===== src/cbs_pkg.sv =====
// Purpose: Shared constants and types of the charge-balance converter sequencer
// Assumes: Control clock mclk at 10 MHz
// Notes:   Times kept in their own units, cycle counts derived from them
`default_nettype none
package cbs_pkg;

    // ==========================================================
    // Clock and timing
    localparam int CLK_HZ         = 10_000_000;
    localparam int STARTUP_NS     = 10_000;
    localparam int SHUTDOWN_NS    = 10_000;
    localparam int INVALID_NS     = 5_000;
    localparam int IDLE_GAP_NS    = 2_500;
    localparam int CONV_TYP_MS    = 10;
    localparam int CONV_MAX_MS    = 12;
    localparam int MIN_RATE_HZ    = 84;
    localparam int TYP_RATE_HZ    = 100;
    localparam int NS_PER_S       = 1_000_000_000;
    localparam int CLK_NS         = NS_PER_S / CLK_HZ;
    // Least times round up
    localparam int STARTUP_CYC    = (STARTUP_NS + CLK_NS - 1) / CLK_NS;
    localparam int SHUTDOWN_CYC   = (SHUTDOWN_NS + CLK_NS - 1) / CLK_NS;
    localparam int INVALID_CYC    = (INVALID_NS + CLK_NS - 1) / CLK_NS;
    // Idle gap is "about": round down, at least one cycle
    localparam int IDLE_GAP_CYC   = (IDLE_GAP_NS / CLK_NS) < 1 ? 1 : (IDLE_GAP_NS / CLK_NS);
    // Whole cycle kept to the typical rate; integration takes the rest
    localparam int PERIOD_CYC     = CLK_HZ / TYP_RATE_HZ;
    localparam int INTEG_CYC      = PERIOD_CYC - STARTUP_CYC - SHUTDOWN_CYC - IDLE_GAP_CYC;
    localparam int CONV_MAX_CYC   = (CLK_HZ / 1000) * CONV_MAX_MS;

    // ==========================================================
    // Result format
    localparam int MAX_COUNT      = 1999;
    localparam int PHASE_W        = 20;

    // ==========================================================
    // Types
    typedef enum {
        CBS_IDLE,
        CBS_STARTUP,
        CBS_CONVERT,
        CBS_SHUTDOWN,
        CBS_GAP
    } cbs_phase_t;

    typedef struct packed {
        logic       thousands;
        logic [3:0] hundreds;
        logic [3:0] tens;
        logic [3:0] ones;
    } cbs_bcd_t;

    typedef struct packed {
        logic busy;
        logic data_valid;
        logic ref_pulse;
        logic integ_reset;
    } cbs_status_t;

endpackage
`default_nettype wire


===== src/cbs_bcd_digit.sv =====
// Purpose: One decade of the BCD data counter
// Assumes: Clear and increment never asserted to mean both at once
// Notes:   Carry out is combinational so a chain steps in one clock
`timescale 1ns/1ps
`default_nettype none
module cbs_bcd_digit (
    // Clock and reset
    input  wire logic       mclk,
    input  wire logic       rst,
    // Control
    input  wire logic       clear,
    input  wire logic       inc,
    // Digit
    output logic [3:0] digit,
    output logic       carry
);
    typedef struct packed {
        logic [3:0] digit;
    } cbs_dig_state_t;

    cbs_dig_state_t state;
    cbs_dig_state_t next_state;

    // ==========================================================
    // Next value
    always_comb begin
        next_state = state;
        if (clear) begin
            next_state.digit = 4'h0;
        end else if (inc) begin
            next_state.digit = (state.digit == 4'h9) ? 4'h0 : state.digit + 4'h1;
        end
    end

    always_ff @(posedge mclk or posedge rst) begin
        if (rst) begin
            state <= '0;
        end else begin
            state <= next_state;
        end
    end

    assign digit = state.digit;
    assign carry = inc && (state.digit == 4'h9);
endmodule
`default_nettype wire


===== src/cbs_sequencer.sv =====
// Purpose: Start-up, counting and shutdown sequencer of a 3-1/2 digit
//          charge-balance converter with latched BCD result
// Assumes: Analog integrator outside; comparator gives one decision bit
// Notes:   Free-run period set by the clock counter terminal count
`timescale 1ns/1ps
`default_nettype none
// What this block does
// - Start strobe while idle raises busy on the third clock after start, begins 10 us start-up
// - Start-up discharges integrator and clears both counters
// - Conversion ends at clock terminal count or data overflow, first wins
// - Clock counter counts after reset pulse, pulses end-of-conversion at terminal
// - Data counter cleared with clock counter, counts each reference pulse
// - Reference pulse lasts one clock, issued only when comparator asks
// - End-of-conversion stops both counters and starts 10 us shutdown
// - Result-valid low 5 us inside shutdown while latches load
// - Final BCD count loaded into output latches, maximum 1999
// - Latched data hold until result-valid falls on a later conversion
// - Start input ignored while busy
// - Started conversion always runs to completion, nothing aborts it
// - Start held high converts continuously, at least 84 per second
// - One conversion takes typically 10 ms, at most 12 ms
// - Busy fall means result latched, busy rise means new conversion
// - Free-running holds busy low about 2.5 us between conversions
module cbs_sequencer #(
    parameter int INTEG_CYC    = cbs_pkg::INTEG_CYC,
    parameter int STARTUP_CYC  = cbs_pkg::STARTUP_CYC,
    parameter int SHUTDOWN_CYC = cbs_pkg::SHUTDOWN_CYC,
    parameter int INVALID_CYC  = cbs_pkg::INVALID_CYC,
    parameter int GAP_CYC      = cbs_pkg::IDLE_GAP_CYC
) (
    // Clock and reset
    input  wire logic            mclk,
    input  wire logic            rst,
    // Host control
    input  wire logic            start_conv,
    // Comparator decision
    input  wire logic            comp_high,
    // Status and analog switches
    output cbs_pkg::cbs_status_t status,
    // Latched result
    output cbs_pkg::cbs_bcd_t    digits
);
    localparam int CW = cbs_pkg::PHASE_W;

    // ==========================================================
    // Elaboration checks
    // Timer and clock counter are CW bits; a longer span would wrap early
    if (INTEG_CYC < 1 || INTEG_CYC >= (1 << CW)) begin : gen_bad_integ
        $error("cbs_sequencer: integration count out of range");
    end
    if (STARTUP_CYC < 1 || STARTUP_CYC >= (1 << CW)) begin : gen_bad_startup
        $error("cbs_sequencer: start-up count out of range");
    end
    // Latch loads one cycle before the end, after valid has dropped
    if (INVALID_CYC < 2 || SHUTDOWN_CYC <= INVALID_CYC ||
        SHUTDOWN_CYC >= (1 << CW)) begin : gen_bad_shutdown
        $error("cbs_sequencer: shutdown counts out of range");
    end
    if (GAP_CYC < 1 || GAP_CYC >= (1 << CW)) begin : gen_bad_gap
        $error("cbs_sequencer: gap count out of range");
    end
    // Whole conversion must stay inside the longest allowed time
    if (STARTUP_CYC + INTEG_CYC + SHUTDOWN_CYC > cbs_pkg::CONV_MAX_CYC) begin : gen_bad_total
        $error("cbs_sequencer: conversion longer than allowed");
    end

    typedef struct packed {
        logic [1:0]          start_sync;
        logic                thousands;
        logic                comp_sync0;
        logic                comp_sync1;
        cbs_pkg::cbs_phase_t phase;
        logic [CW-1:0]       timer;
        logic [CW-1:0]       clk_cnt;
        logic                overflow;
        logic                ref_pulse;
        logic                busy;
        logic                data_valid;
        logic                integ_reset;
        cbs_pkg::cbs_bcd_t   latch;
    } cbs_state_t;

    cbs_state_t state;
    cbs_state_t next_state;

    // ==========================================================
    // Data counter, three decades plus a thousands bit
    logic       cnt_clear;
    logic       cnt_inc;
    logic [3:0] dig [3];
    logic [2:0] carry;
    logic       top_full;
    logic       thousands;
    logic       next_thousands;

    assign cnt_clear = (state.phase == cbs_pkg::CBS_STARTUP);
    // Reference pulse counted only in the conversion window
    assign cnt_inc = state.ref_pulse && (state.phase == cbs_pkg::CBS_CONVERT) &&
                     !state.overflow;

    genvar g;
    generate
        for (g = 0; g < 3; g++) begin : gen_dec
            cbs_bcd_digit u_dig (
                .mclk  (mclk),
                .rst   (rst),
                .clear (cnt_clear),
                .inc   ((g == 0) ? cnt_inc : carry[(g == 0) ? 0 : g - 1]),
                .digit (dig[g]),
                .carry (carry[g])
            );
        end
    endgenerate

    // Overflow past 1999 ends the conversion instead of wrapping
    assign top_full = thousands && carry[2];
    assign next_thousands = cnt_clear ? 1'b0 : (carry[2] ? 1'b1 : thousands);
    // Held in the state record; frozen once full so overflow saturates
    assign thousands = state.thousands;

    // ==========================================================
    // Sequencer
    logic start_lvl;
    logic strobe;
    logic eoc;

    assign start_lvl = state.start_sync[1];
    // Level, not edge, so a start tied high free-runs
    assign strobe = start_lvl;
    assign eoc = (state.phase == cbs_pkg::CBS_CONVERT) &&
                 ((state.clk_cnt == CW'(INTEG_CYC - 1)) || state.overflow);

    always_comb begin
        next_state = state;
        next_state.start_sync = {state.start_sync[0], start_conv};
        next_state.thousands = top_full ? state.thousands : next_thousands;
        next_state.comp_sync0 = comp_high;
        next_state.comp_sync1 = state.comp_sync0;
        next_state.ref_pulse = 1'b0;
        next_state.timer = state.timer + CW'(1);
        case (state.phase)
            cbs_pkg::CBS_IDLE: begin
                next_state.timer = '0;
                if (strobe) begin
                    next_state.phase = cbs_pkg::CBS_STARTUP;
                end
            end
            cbs_pkg::CBS_STARTUP: begin
                next_state.clk_cnt = '0;
                next_state.overflow = 1'b0;
                if (state.timer == CW'(STARTUP_CYC - 1)) begin
                    next_state.phase = cbs_pkg::CBS_CONVERT;
                    next_state.timer = '0;
                end
            end
            cbs_pkg::CBS_CONVERT: begin
                next_state.clk_cnt = state.clk_cnt + CW'(1);
                // One-clock pulse, only when the summing node asks
                next_state.ref_pulse = state.comp_sync1 && !eoc;
                if (top_full) begin
                    next_state.overflow = 1'b1;
                end
                if (eoc) begin
                    next_state.phase = cbs_pkg::CBS_SHUTDOWN;
                    next_state.timer = '0;
                end
            end
            cbs_pkg::CBS_SHUTDOWN: begin
                // Valid drops for the last stretch of shutdown
                if (state.timer == CW'(SHUTDOWN_CYC - INVALID_CYC - 1)) begin
                    next_state.data_valid = 1'b0;
                end
                if (state.timer == CW'(SHUTDOWN_CYC - 2)) begin
                    // Saturate at full scale on overflow
                    next_state.latch = state.overflow ? cbs_pkg::cbs_bcd_t'(13'h1999) :
                        cbs_pkg::cbs_bcd_t'({thousands, dig[2], dig[1], dig[0]});
                end
                if (state.timer == CW'(SHUTDOWN_CYC - 1)) begin
                    next_state.data_valid = 1'b1;
                    next_state.phase = cbs_pkg::CBS_GAP;
                    next_state.timer = '0;
                end
            end
            cbs_pkg::CBS_GAP: begin
                // Start refused here too, so strobed and free-run share the gap
                if (state.timer == CW'(GAP_CYC - 1)) begin
                    next_state.phase = cbs_pkg::CBS_IDLE;
                end
            end
            default: begin
                next_state.phase = cbs_pkg::CBS_IDLE;
            end
        endcase
        // Busy follows phase; start ignored outside idle
        next_state.busy = (next_state.phase == cbs_pkg::CBS_STARTUP) ||
                          (next_state.phase == cbs_pkg::CBS_CONVERT) ||
                          (next_state.phase == cbs_pkg::CBS_SHUTDOWN);
        // Discharge switch registered with phase, no decode glitch at the pin
        next_state.integ_reset = (next_state.phase == cbs_pkg::CBS_STARTUP);
    end

    // Valid starts low: no result exists until the first conversion ends
    always_ff @(posedge mclk or posedge rst) begin
        if (rst) begin
            state <= '{phase: cbs_pkg::CBS_IDLE, data_valid: 1'b0, default: '0};
        end else begin
            state <= next_state;
        end
    end

    // ==========================================================
    // Outputs; cycle length fixed by counts
    assign status.busy        = state.busy;
    assign status.data_valid  = state.data_valid;
    assign status.ref_pulse   = state.ref_pulse;
    assign status.integ_reset = state.integ_reset;
    assign digits             = state.latch;
endmodule
`default_nettype wire


===== config.mk =====
export PLATFORM = sky130hd
export DESIGN_NAME = cbs_sequencer
export DESIGN_NICKNAME = d
export VERILOG_FILES = /design/src/cbs_pkg.sv /design/src/cbs_bcd_digit.sv /design/src/cbs_sequencer.sv
export SDC_FILE = /design/constraint.sdc
export NUM_CORES = 1
export LEC_CHECK = 0
export BUFFER_PORTS_ARGS = -buffer_cell sky130_fd_sc_hd__buf_2
export CELL_PAD_IN_SITES_DETAIL_PLACEMENT = 0
export CELL_PAD_IN_SITES_GLOBAL_PLACEMENT = 1
export CORE_UTILIZATION = 45
export CTS_CLUSTER_DIAMETER = 120
export DETAILED_ROUTE_END_ITERATION = 10
export HOLD_SLACK_MARGIN = 0.1
export PLACE_DENSITY_LB_ADDON = 0.1
export SLEW_MARGIN = 20
export SYNTH_ARGS = -nofsm -noshare
export SYNTH_HDL_FRONTEND = slang
export SYNTH_SLANG_ARGS = --single-unit

===== constraint.sdc =====
create_clock -name mclk -period 5.15 [get_ports mclk]
set_input_delay 1.545 -clock mclk [delete_from_list [all_inputs] [get_ports mclk]]
set_output_delay 1.545 -clock mclk [all_outputs]
set_load 0.05 [all_outputs]

# After elaboration in Yosys (flattened, before gate mapping)

Cells that the tools add are included.

Add/sub/neg operators: 5
Reduce and logical (&&, ||, !) cells: 24
Equal/unequal tests: 18
Mux-type cells: 24
Bitwise operators: 1

Operator list:

| kind                    | count |
|---|---|
| $pmux W32 S5            | 1 |
| $mux W52                | 3 |
| $eq A32 B2 Y1 const B   | 4 |
| $eq A32 B3 Y1 const B   | 4 |
| $pmux W20 S4            | 1 |
| $mux W32                | 2 |
| $pmux W21 S2            | 1 |
| $add A20 B1 Y20 const B | 2 |
| $eq A20 B7 Y1 const B   | 2 |
| $mux W4                 | 9 |
| $eq A32 B1 Y1 const B   | 1 |
| $logic_not A32 Y1       | 1 |
| $eq A20 B17 Y1 const B  | 1 |
| $eq A20 B5 Y1 const B   | 1 |
| $eq A20 B6 Y1 const B   | 1 |
| $mux W13                | 1 |
| $add A4 B1 Y4 const B   | 3 |
| $eq A4 B4 Y1 const B    | 3 |
| $reduce_bool A2 Y1      | 6 |
| $logic_and A1 B1 Y1     | 8 |
| $reduce_and A2 Y1       | 4 |
| $mux W1                 | 6 |
| $logic_or A1 B1 Y1      | 3 |
| $logic_not A1 Y1        | 2 |
| 2 further kinds         | 2 |

Flip-flop bits (word level): 107
Word-level logic and storage cells: 91
Input port bits: 4
Output and inout bits: 17

# Depth between registers and ports, before layout

Gate-level depths: netlist of run 1.

Depth in word-level cells: 9
Depth in mapped cells: 9

# Modules after synthesis

Synthesis of run 1 repeated with hierarchy kept, for this count alone.

Cells, all modules: 468
Area total of the unflattened synthesis: 4987.3 um2

By module, submodules not included:

| module        | area each (um2) | cells an instance | seq. area each (um2) | instances |
|---|---|---|---|---|
| cbs_sequencer | 4255.3          | 387               | 2377.3               | 1 |
| cbs_bcd_digit | 244.0           | 27                | 100.1                | 3 |

# Worst setup path before layout of run 1

OpenSTA, ideal clock, no wires.

Path type: reg-to-reg
Start point: register state[79] (netlist name)
End point: register state, in the netlist digits[1]
Path buffers: 1
Arrival time: 2.088 ns
Library setup time: 0.125 ns
Setup slack: 2.938 ns
Data required time: 5.025 ns
Cell stages (with the launch flop): 8
Period minus slack after synthesis: 2.212 ns
Path through: dfrtp_1 -> nor4_4 -> nand4_4 -> nor2_1 -> nand4_1 -> nor2_1 -> buf_4 -> mux2_2

Word-level cells in the longest chain between the ends: 2

Ends and longest elaborated chain:

| item                               | RTL line             | text |
|---|---|---|
| start, declared                    | cbs_sequencer.sv:83  | `cbs_state_t state;` |
| start signal, assigned             | cbs_sequencer.sv:207 | `state <= next_state;` |
| $eq A32 B2 Y1                      | cbs_sequencer.sv:141 | `case (state.phase)` |
| $reduce_and A2 Y1 (no source line) | -                    |  |

No other way between the ends.
A chain may end at the register's enable or synchronous reset.

==> impl_metrics.py, run 1 <==
metrics = {
    "global_route": {
        "grt_pass1_wl_um": 15000,
        "antenna_found_initial": 0,
        "grt_pass1_vias": 3159,
        "grtUsageTotal_pct": 16.9,
        "grt_max_degree": 90,
        "grt-ovfl-total": 0,
    },
    "cts": {
        "cts_buffer_depth": 2,
        "cts_sinks": 107,
        "cts_hold_buffers": 0,
        "tritoncts": "done",
        "postCtsResizedCells": 0,
        "cts_setup_buffers": 0,
        "path_clk_slew_ns": 0.11,
        "htreeDepth": 3,
        "cts_made_buffers": 9,
        "clockRootBuffer": "clkbuf_8",
        "clk_latency_ns": 0.38,
    },
    "pwr": {
        "p_sw_uw": 342,
        "power.sequential.fraction_pct": 59.6,
        "p_leak_uw": 0.00257,
        "swShare_pct": 23.7,
        "clock_power_share_pct": 38.7,
        "p_comb_share_pct": 1.7,
        "p_int_uw": 1100,
        "vdd_drop_max_uv": 245,
        "powerDensity_mw_per_mm2": 268,
    },
    "setup_path": {
        "crit_start": "state[48]",
        "arrival_ns": 2.84,
        "max_stage_delay_ns": 0.62,
        "path_class": "reg -> reg",
        "path_max_fanout": 20,
        "r2r_slack_ns": 2.55,
        "crit_cells": 6,
        "reg2regPathDepth": 6,
        "crit_chain": "or4_1 > nor4_2 > nand3_1 > nor2_1 > o211a_1 > nor2b_1",
        "rr_startpoint": "state[48]",
        "end_kind": "flip-flop",
        "endpoint": "state[39]",
        "required_ns": 5.39,
        "critPathBufInv": 0,
        "r2r-end": "state[39]",
        "worstSetupStartpointType": "flip-flop",
        "crit_slowest_cell": "or4_1",
        "path_delay_family": "simple AND/OR/NAND/NOR gates",
    },
    "final_layout": {
        "fin_area_mm2": 0.00539,
        "n_antenna_cell": 0,
        "drive_above_1_share_pct": 13.2,
        "mostFrequentLayoutCells": "dfrtp_1, nor2_1, nand2_1",
        "area_growth_pct": 9.24,
        "nets": 503,
        "final_common_cell": "dfrtp_1",
    },
    "synth": {
        "syn_inst": 452,
        "synth-seq-cells": 107,
        "synth_ff_type": "dfrtp_1",
        "synth.avg_cell_area_um2": 10.9,
        "synth_warnings": 0,
        "synthTopCellsByArea": "dfrtp_1, mux2i_1, nor2_1",
        "synth_top_area_share_pct": 54.3,
        "yosys.area.top_type": "dfrtp_1",
        "synth_cell_types": 52,
        "ys_seq_area_share_pct": 54.3,
        "synth_area_mm2": 0.00493,
        "synth_edf_count": 0,
        "synth-async-reset-ratio_pct": 100,
    },
    "sta": {
        "min_period_ns": 2.60,
        "slew_headroom_pct": 39.9,
        "timing.final.crit_share_pct": 50.5,
        "hold_viol_final": 0,
        "fin_tns_setup_ns": 0,
        "fmax_mhz": 384,
        "maxSlewViolCount": 0,
        "worst_pin_slew_ns": 0.901,
        "skew_ns": 0.0101,
        "rsz0062_at_grt": "false",
        "finalSetupViolCount": 0,
    },
    "die": {
        "rows": 37,
        "die_h_um": 107,
        "die_w_um": 107,
        "core_area_mm2": 0.0105,
        "die_area_mm2": 0.0114,
        "start_util_pct": 47.1,
        "io_pins": 21,
    },
    "placement": {
        "post_dp_cell_area_mm2": 0.00516,
        "globalplace.congestion": 0.787,
        "dp_hpwl_um": 5850,
        "io_buffer_count": 20,
    },
    "routing": {
        "wirelength_um": 8710,
        "vias_per_cell": 5.15,
        "wire_per_inst_um": 13.9,
        "drc_errors": 0,
        "drt_first_pass_iters": 4,
        "antenna_left": 0,
        "drt-initial-drc-count": 189,
        "vias": 3237,
    },
    "job": {
        "maxCapViolCount": 0,
    },
    "worst_hold_path": {
        "min_path_type": "reg -> reg",
    },
    "run_status": {
        "status": "completed",
    },
}
[logic make-up (layout without fill, tap and decap cells)]
kind of cell	count (synthesis)	in the layout	synth area share (%)
AND/OR/NAND/NOR	198	198	22.2
flip-flops	107	107	54.3
buffers and inverters	45	57	5.00
AO/OA/AOI/OAI	41	41	5.94
multiplexers	30	30	6.27
XOR/XNOR	18	18	3.20
adder cells (fa/ha/maj)	12	12	3.05
other	1	29	0.0761
[stage by stage]
step / hold slack [ns] / total power (µW) / setup WS (ns) / cells / utilization [%]
6_report: 0.358 / 1440 / 2.55 / 628 / 51.5
5_1_grt: 0.377 / 1500 / 2.32 / 628 / 51.5
4_1_cts: 0.361 / 1470 / 2.49 / 628 / 51.4
3_5_place_dp: 0.336 / 903 / 2.35 / 612 / 49.3
3_3_place_gp: 0.341 / 902 / 2.38 / 612 / 49.3
2_1_floorplan: 0.331 / 894 / 0.788 / 480 / -
[worst min-delay path by stage]
stage,startpoint,endpoint,cells past startpoint
finish,next_state[94],start_lvl,0
detailed placement,next_state[94],start_lvl,0
CTS,next_state[90],state[90],0
global route,next_state[90],state[90],0
floorplan,next_state[94],start_lvl,0
global placement,next_state[90],state[90],0
[layout make-up]
cell class | count | area, µm²
Timing Repair Buffer | 25 | 138
Sequential cell | 107 | 2680
Clock buffer | 9 | 124
Inverter | 16 | 65.1
Tap cell | 136 | 170
Fill cell | 970 | 5080
Clock inverter | 7 | 100
Multi-Input combinational cell | 328 | 2110
[flip-flops by register name, indices dropped and copies added, names as in the netlist]
name and cells:
state 74, status 4, gen_dec.u_dig.digit 12, start_lvl 1
thousands 1, digits 13, next_state 2
[synthesized netlist by cell type (5+ instances only)]
| cell type | instances |
|---|---|
| ha_1 | 12 |
| mux2i_1 | 23 |
| buf_4 | 18 |
| o21ai_0 | 11 |
| or3_1 | 5 |
| mux2_2 | 7 |
| nand4_1 | 12 |
| or4_1 | 5 |
| nor4_4 | 5 |
| nor3_1 | 7 |
| clkbuf_1 | 8 |
| inv_1 | 16 |
| dfrtp_1 | 107 |
| xor2_1 | 15 |
| nor4_1 | 8 |
| nor2_1 | 54 |
| and3_1 | 9 |
| nand2_1 | 44 |
| a21oi_1 | 8 |
| nand3_1 | 27 |
[metal layers]
metal	part of all wire, %	track usage, %	routed length, µm
met1	48	22.1	4220
met2	47	27.1	4090
met3	3.5	5.11	308
met4	1.1	4.79	95
met5	0	0	0
[power groups by stage]
| stage | Clock [µW] | Sequential (µW) | Combinational [µW] |
|---|---|---|---|
| floorplan | 0 | 876 | 17.9 |
| global placement | 0 | 877 | 25.2 |
| detailed placement | 0 | 877 | 25.6 |
| CTS | 585 | 861 | 25.5 |
| global route | 613 | 862 | 29.8 |
| finish | 558 | 860 | 24.3 |
[worst reg2reg max path: stages (launching register included)]
cell,delay (ns)
dfrtp_1,0.43
or4_1,0.62
nor4_2,0.32
nand3_1,0.24
nor2_1,0.15
o211a_1,0.58
nor2b_1,0.13
Note: power is estimated with default switching activity, not from simulation.
==> inputs of run 2 (changes only) <==
--- a/config.mk
+++ b/config.mk
@@ -5,6 +5,7 @@
 export SDC_FILE = /design/constraint.sdc
 export NUM_CORES = 1
 export LEC_CHECK = 0
+export ABC_AREA = 1
 export BUFFER_PORTS_ARGS = -buffer_cell sky130_fd_sc_hd__buf_2
 export CELL_PAD_IN_SITES_DETAIL_PLACEMENT = 0
 export CELL_PAD_IN_SITES_GLOBAL_PLACEMENT = 1
==> constraint.sdc (replaced) <==
create_clock -name mclk -period 2.7 [get_ports mclk]
set_input_delay 0.81 -clock mclk [delete_from_list [all_inputs] [get_ports mclk]]
set_output_delay 0.81 -clock mclk [all_outputs]
set_load 0.05 [all_outputs]
==> run 2 against run 1 <==
Against the previous run: the flow now finishes with violations (DRC); hold slack got worse by 0.0063 ns; combinational power increased by 120%; flip-flop and latch count unchanged; critical path depth increased by 2; synthesized area increased by 10%; clock power increased to 2.6 times the previous value; worst setup slack got worse by 1.9 ns; final cell count increased by 26%; utilization increased by 0.17 points; maximum frequency increased by 25%; critical endpoint is now state[35]; largest cell class unchanged.
==> impl_metrics.py, run 2 <==
metrics = {
    "sta": {
        "hold_ws_ns": 0.352,
        "timing.final.crit_share_pct": 77.0,
        "min_period_ns": 2.08,
        "slew_headroom_pct": 60.9,
        "fmax_mhz": 481,
        "finalSetupViolCount": 0,
        "hold_viol_final": 0,
        "maxSlewViolCount": 0,
        "rsz0062_at_grt": "false",
        "worst_pin_slew_ns": 0.586,
        "fin_tns_setup_ns": 0,
        "skew_ns": 0.00765,
    },
    "synth": {
        "yosys.area.top_type": "dfrtp_1",
        "synth_commonest_cells": "nand2_1, dfrtp_1, nor2_1, inv_1, nand3_1",
        "synth-seq-cells": 107,
        "synth-async-reset-ratio_pct": 100,
        "ys_seq_area_share_pct": 49.3,
        "synth_cell_types": 39,
        "synthTopCellsByArea": "dfrtp_1, nand2_1, nor2_1",
        "synth_warnings": 0,
        "synth_edf_count": 0,
        "yosysMostFrequentCell": "nand2_1",
        "synth.avg_cell_area_um2": 8.91,
        "synth_ff_type": "dfrtp_1",
        "syn_inst": 610,
        "synth_area_mm2": 0.00544,
        "synth_top_area_share_pct": 49.3,
    },
    "routing": {
        "drt_first_pass_iters": 7,
        "drc_errors": 2,
        "vias": 3882,
        "drt-initial-drc-count": 273,
        "wirelength_um": 10100,
        "antenna_left": 0,
        "vias_per_cell": 4.90,
        "wire_per_inst_um": 12.7,
    },
    "global_route": {
        "grt_pass1_wl_um": 17900,
        "grt_max_degree": 108,
        "grtUsageTotal_pct": 18.1,
        "grt-ovfl-total": 0,
        "antenna_found_initial": 0,
        "grt_pass1_vias": 3856,
    },
    "cts": {
        "postCtsResizedCells": 0,
        "path_clk_slew_ns": 0.07,
        "cts_sinks": 107,
        "cts_hold_buffers": 0,
        "cts_made_buffers": 9,
        "cts_buffer_depth": 2,
        "cts_setup_buffers": 0,
        "clk_latency_ns": 0.36,
        "tritoncts": "done",
        "htreeDepth": 3,
        "clockRootBuffer": "clkbuf_16",
    },
    "placement": {
        "io_buffer_count": 20,
        "globalplace.congestion": 0.874,
        "post_dp_cell_area_mm2": 0.00566,
        "dp_hpwl_um": 7060,
    },
    "pwr": {
        "vdd_drop_max_uv": 422,
        "powerDensity_mw_per_mm2": 526,
        "p_leak_uw": 0.00280,
    },
    "final_layout": {
        "nets": 661,
        "drive_above_1_share_pct": 14.0,
        "final_common_cell": "nand2_1",
        "ff_latch_area_mm2": 0.00268,
        "mostFrequentLayoutCells": "nand2_1, dfrtp_1, nor2_1",
        "nFillCells": 1113,
        "n_antenna_cell": 0,
        "largest_reg_flops": 74,
        "multi_input_area_mm2": 0.00244,
        "largest-register": "state",
        "area_growth_pct": 10.3,
        "fin_area_mm2": 0.00600,
    },
    "die": {
        "die_h_um": 112,
        "rows": 39,
        "start_util_pct": 46.8,
        "core_area_mm2": 0.0116,
        "die_w_um": 112,
        "die_area_mm2": 0.0125,
        "io_pins": 21,
    },
    "job": {
        "maxCapViolCount": 0,
    },
    "setup_path": {
        "path_class": "reg -> reg",
        "arrival_ns": 2.31,
        "path_max_fanout": 11,
        "end_kind": "flip-flop",
        "worstSetupStartpointType": "flip-flop",
        "required_ns": 2.93,
    },
    "worst_hold_path": {
        "min_path_type": "reg -> reg",
    },
    "run_status": {
        "status": "finished, violations left",
        "violations": "DRC",
    },
}
[run 2: cell types whose count changed after synthesis, moves of 16 or more]
cell     change
nand3_1     +23
nor2_4      +17
nand2_1     +73
nor2_1      +16
mux2i_1     -23
inv_1       +45
[run 2: worst paths after layout]
check | startpoint | to | slack [ns] | depth (start not counted)
setup / recovery | state[69] | state[35] | 0.62 | 8
hold / removal | next_state[94] | start_lvl | 0.35 | 0
setup reg to reg | state[69] | state[35] | 0.62 | 8
hold reg to reg | next_state[94] | start_lvl | 0.35 | 0
max in group asynchronous | rst | state[22] | 1.66 | 3
min in group asynchronous | rst | digits[4] | 0.61 | 3
[run 2: cells by family after synthesis]
| logic type | Yosys count | synth area share (%) |
|---|---|---|
| and+or+nand+nor | 323 | 30.8 |
| DFF | 107 | 49.3 |
| buffers and inverters | 90 | 7.85 |
| AOI/OAI and AO/OA | 54 | 5.59 |
| xor gates and xnor gates | 23 | 3.71 |
| adders and majority gates | 12 | 2.76 |
| other | 1 | 0.0690 |
[run 2: worst max-delay path, stage by stage, from the launching register on]
cell and delay, ns:
dfrtp_1 0.37, nor2_1 0.16, nand2_2 0.11, nor2_8 0.18
nand3_2 0.09, nor2_2 0.46, nand3_2 0.20, nor3_1 0.26
o21ai_0 0.11
[run 2: through the flow]
step | setup slack [ns] | util (%) | cells | power (µW)
3_5_place_dp | 0.587 | 48.8 | 777 | 1720
5_1_grt | 0.381 | 51.6 | 793 | 3270
3_3_place_gp | 0.687 | 48.8 | 777 | 1720
6_report | 0.622 | 51.6 | 793 | 3150
2_1_floorplan | 0.602 | - | 638 | 1700
4_1_cts | 0.589 | 51.6 | 793 | 3210
[run 2: power breakdown]
group	leakage (µW)	internal [µW]	switching (µW)
Clock	0.000164	848	617
Sequential	0.00140	1630	8.08
Combinational	0.00123	9.66	44.1
Total	0.00280	2480	669
[run 2: layer usage]
metal	wire length (µm)	up-vias	share of wire, %	global-route usage, %
li1	-	2001	-	-
met1	4780	1828	47	22.4
met2	4860	46	48	30.4
met3	327	7	3.2	4.52
met4	142	0	1.4	7.21
met5	0	-	0	0
[run 2: final cells by class]
type / count / area share [%]
well taps: 143 / 2.98
repair buffers: 21 / 2.00
flip-flops and latches: 107 / 44.6
clock buffers: 10 / 3.98
clock inverters: 6 / 1.59
multi-input cells: 441 / 40.6
inverters: 65 / 4.15
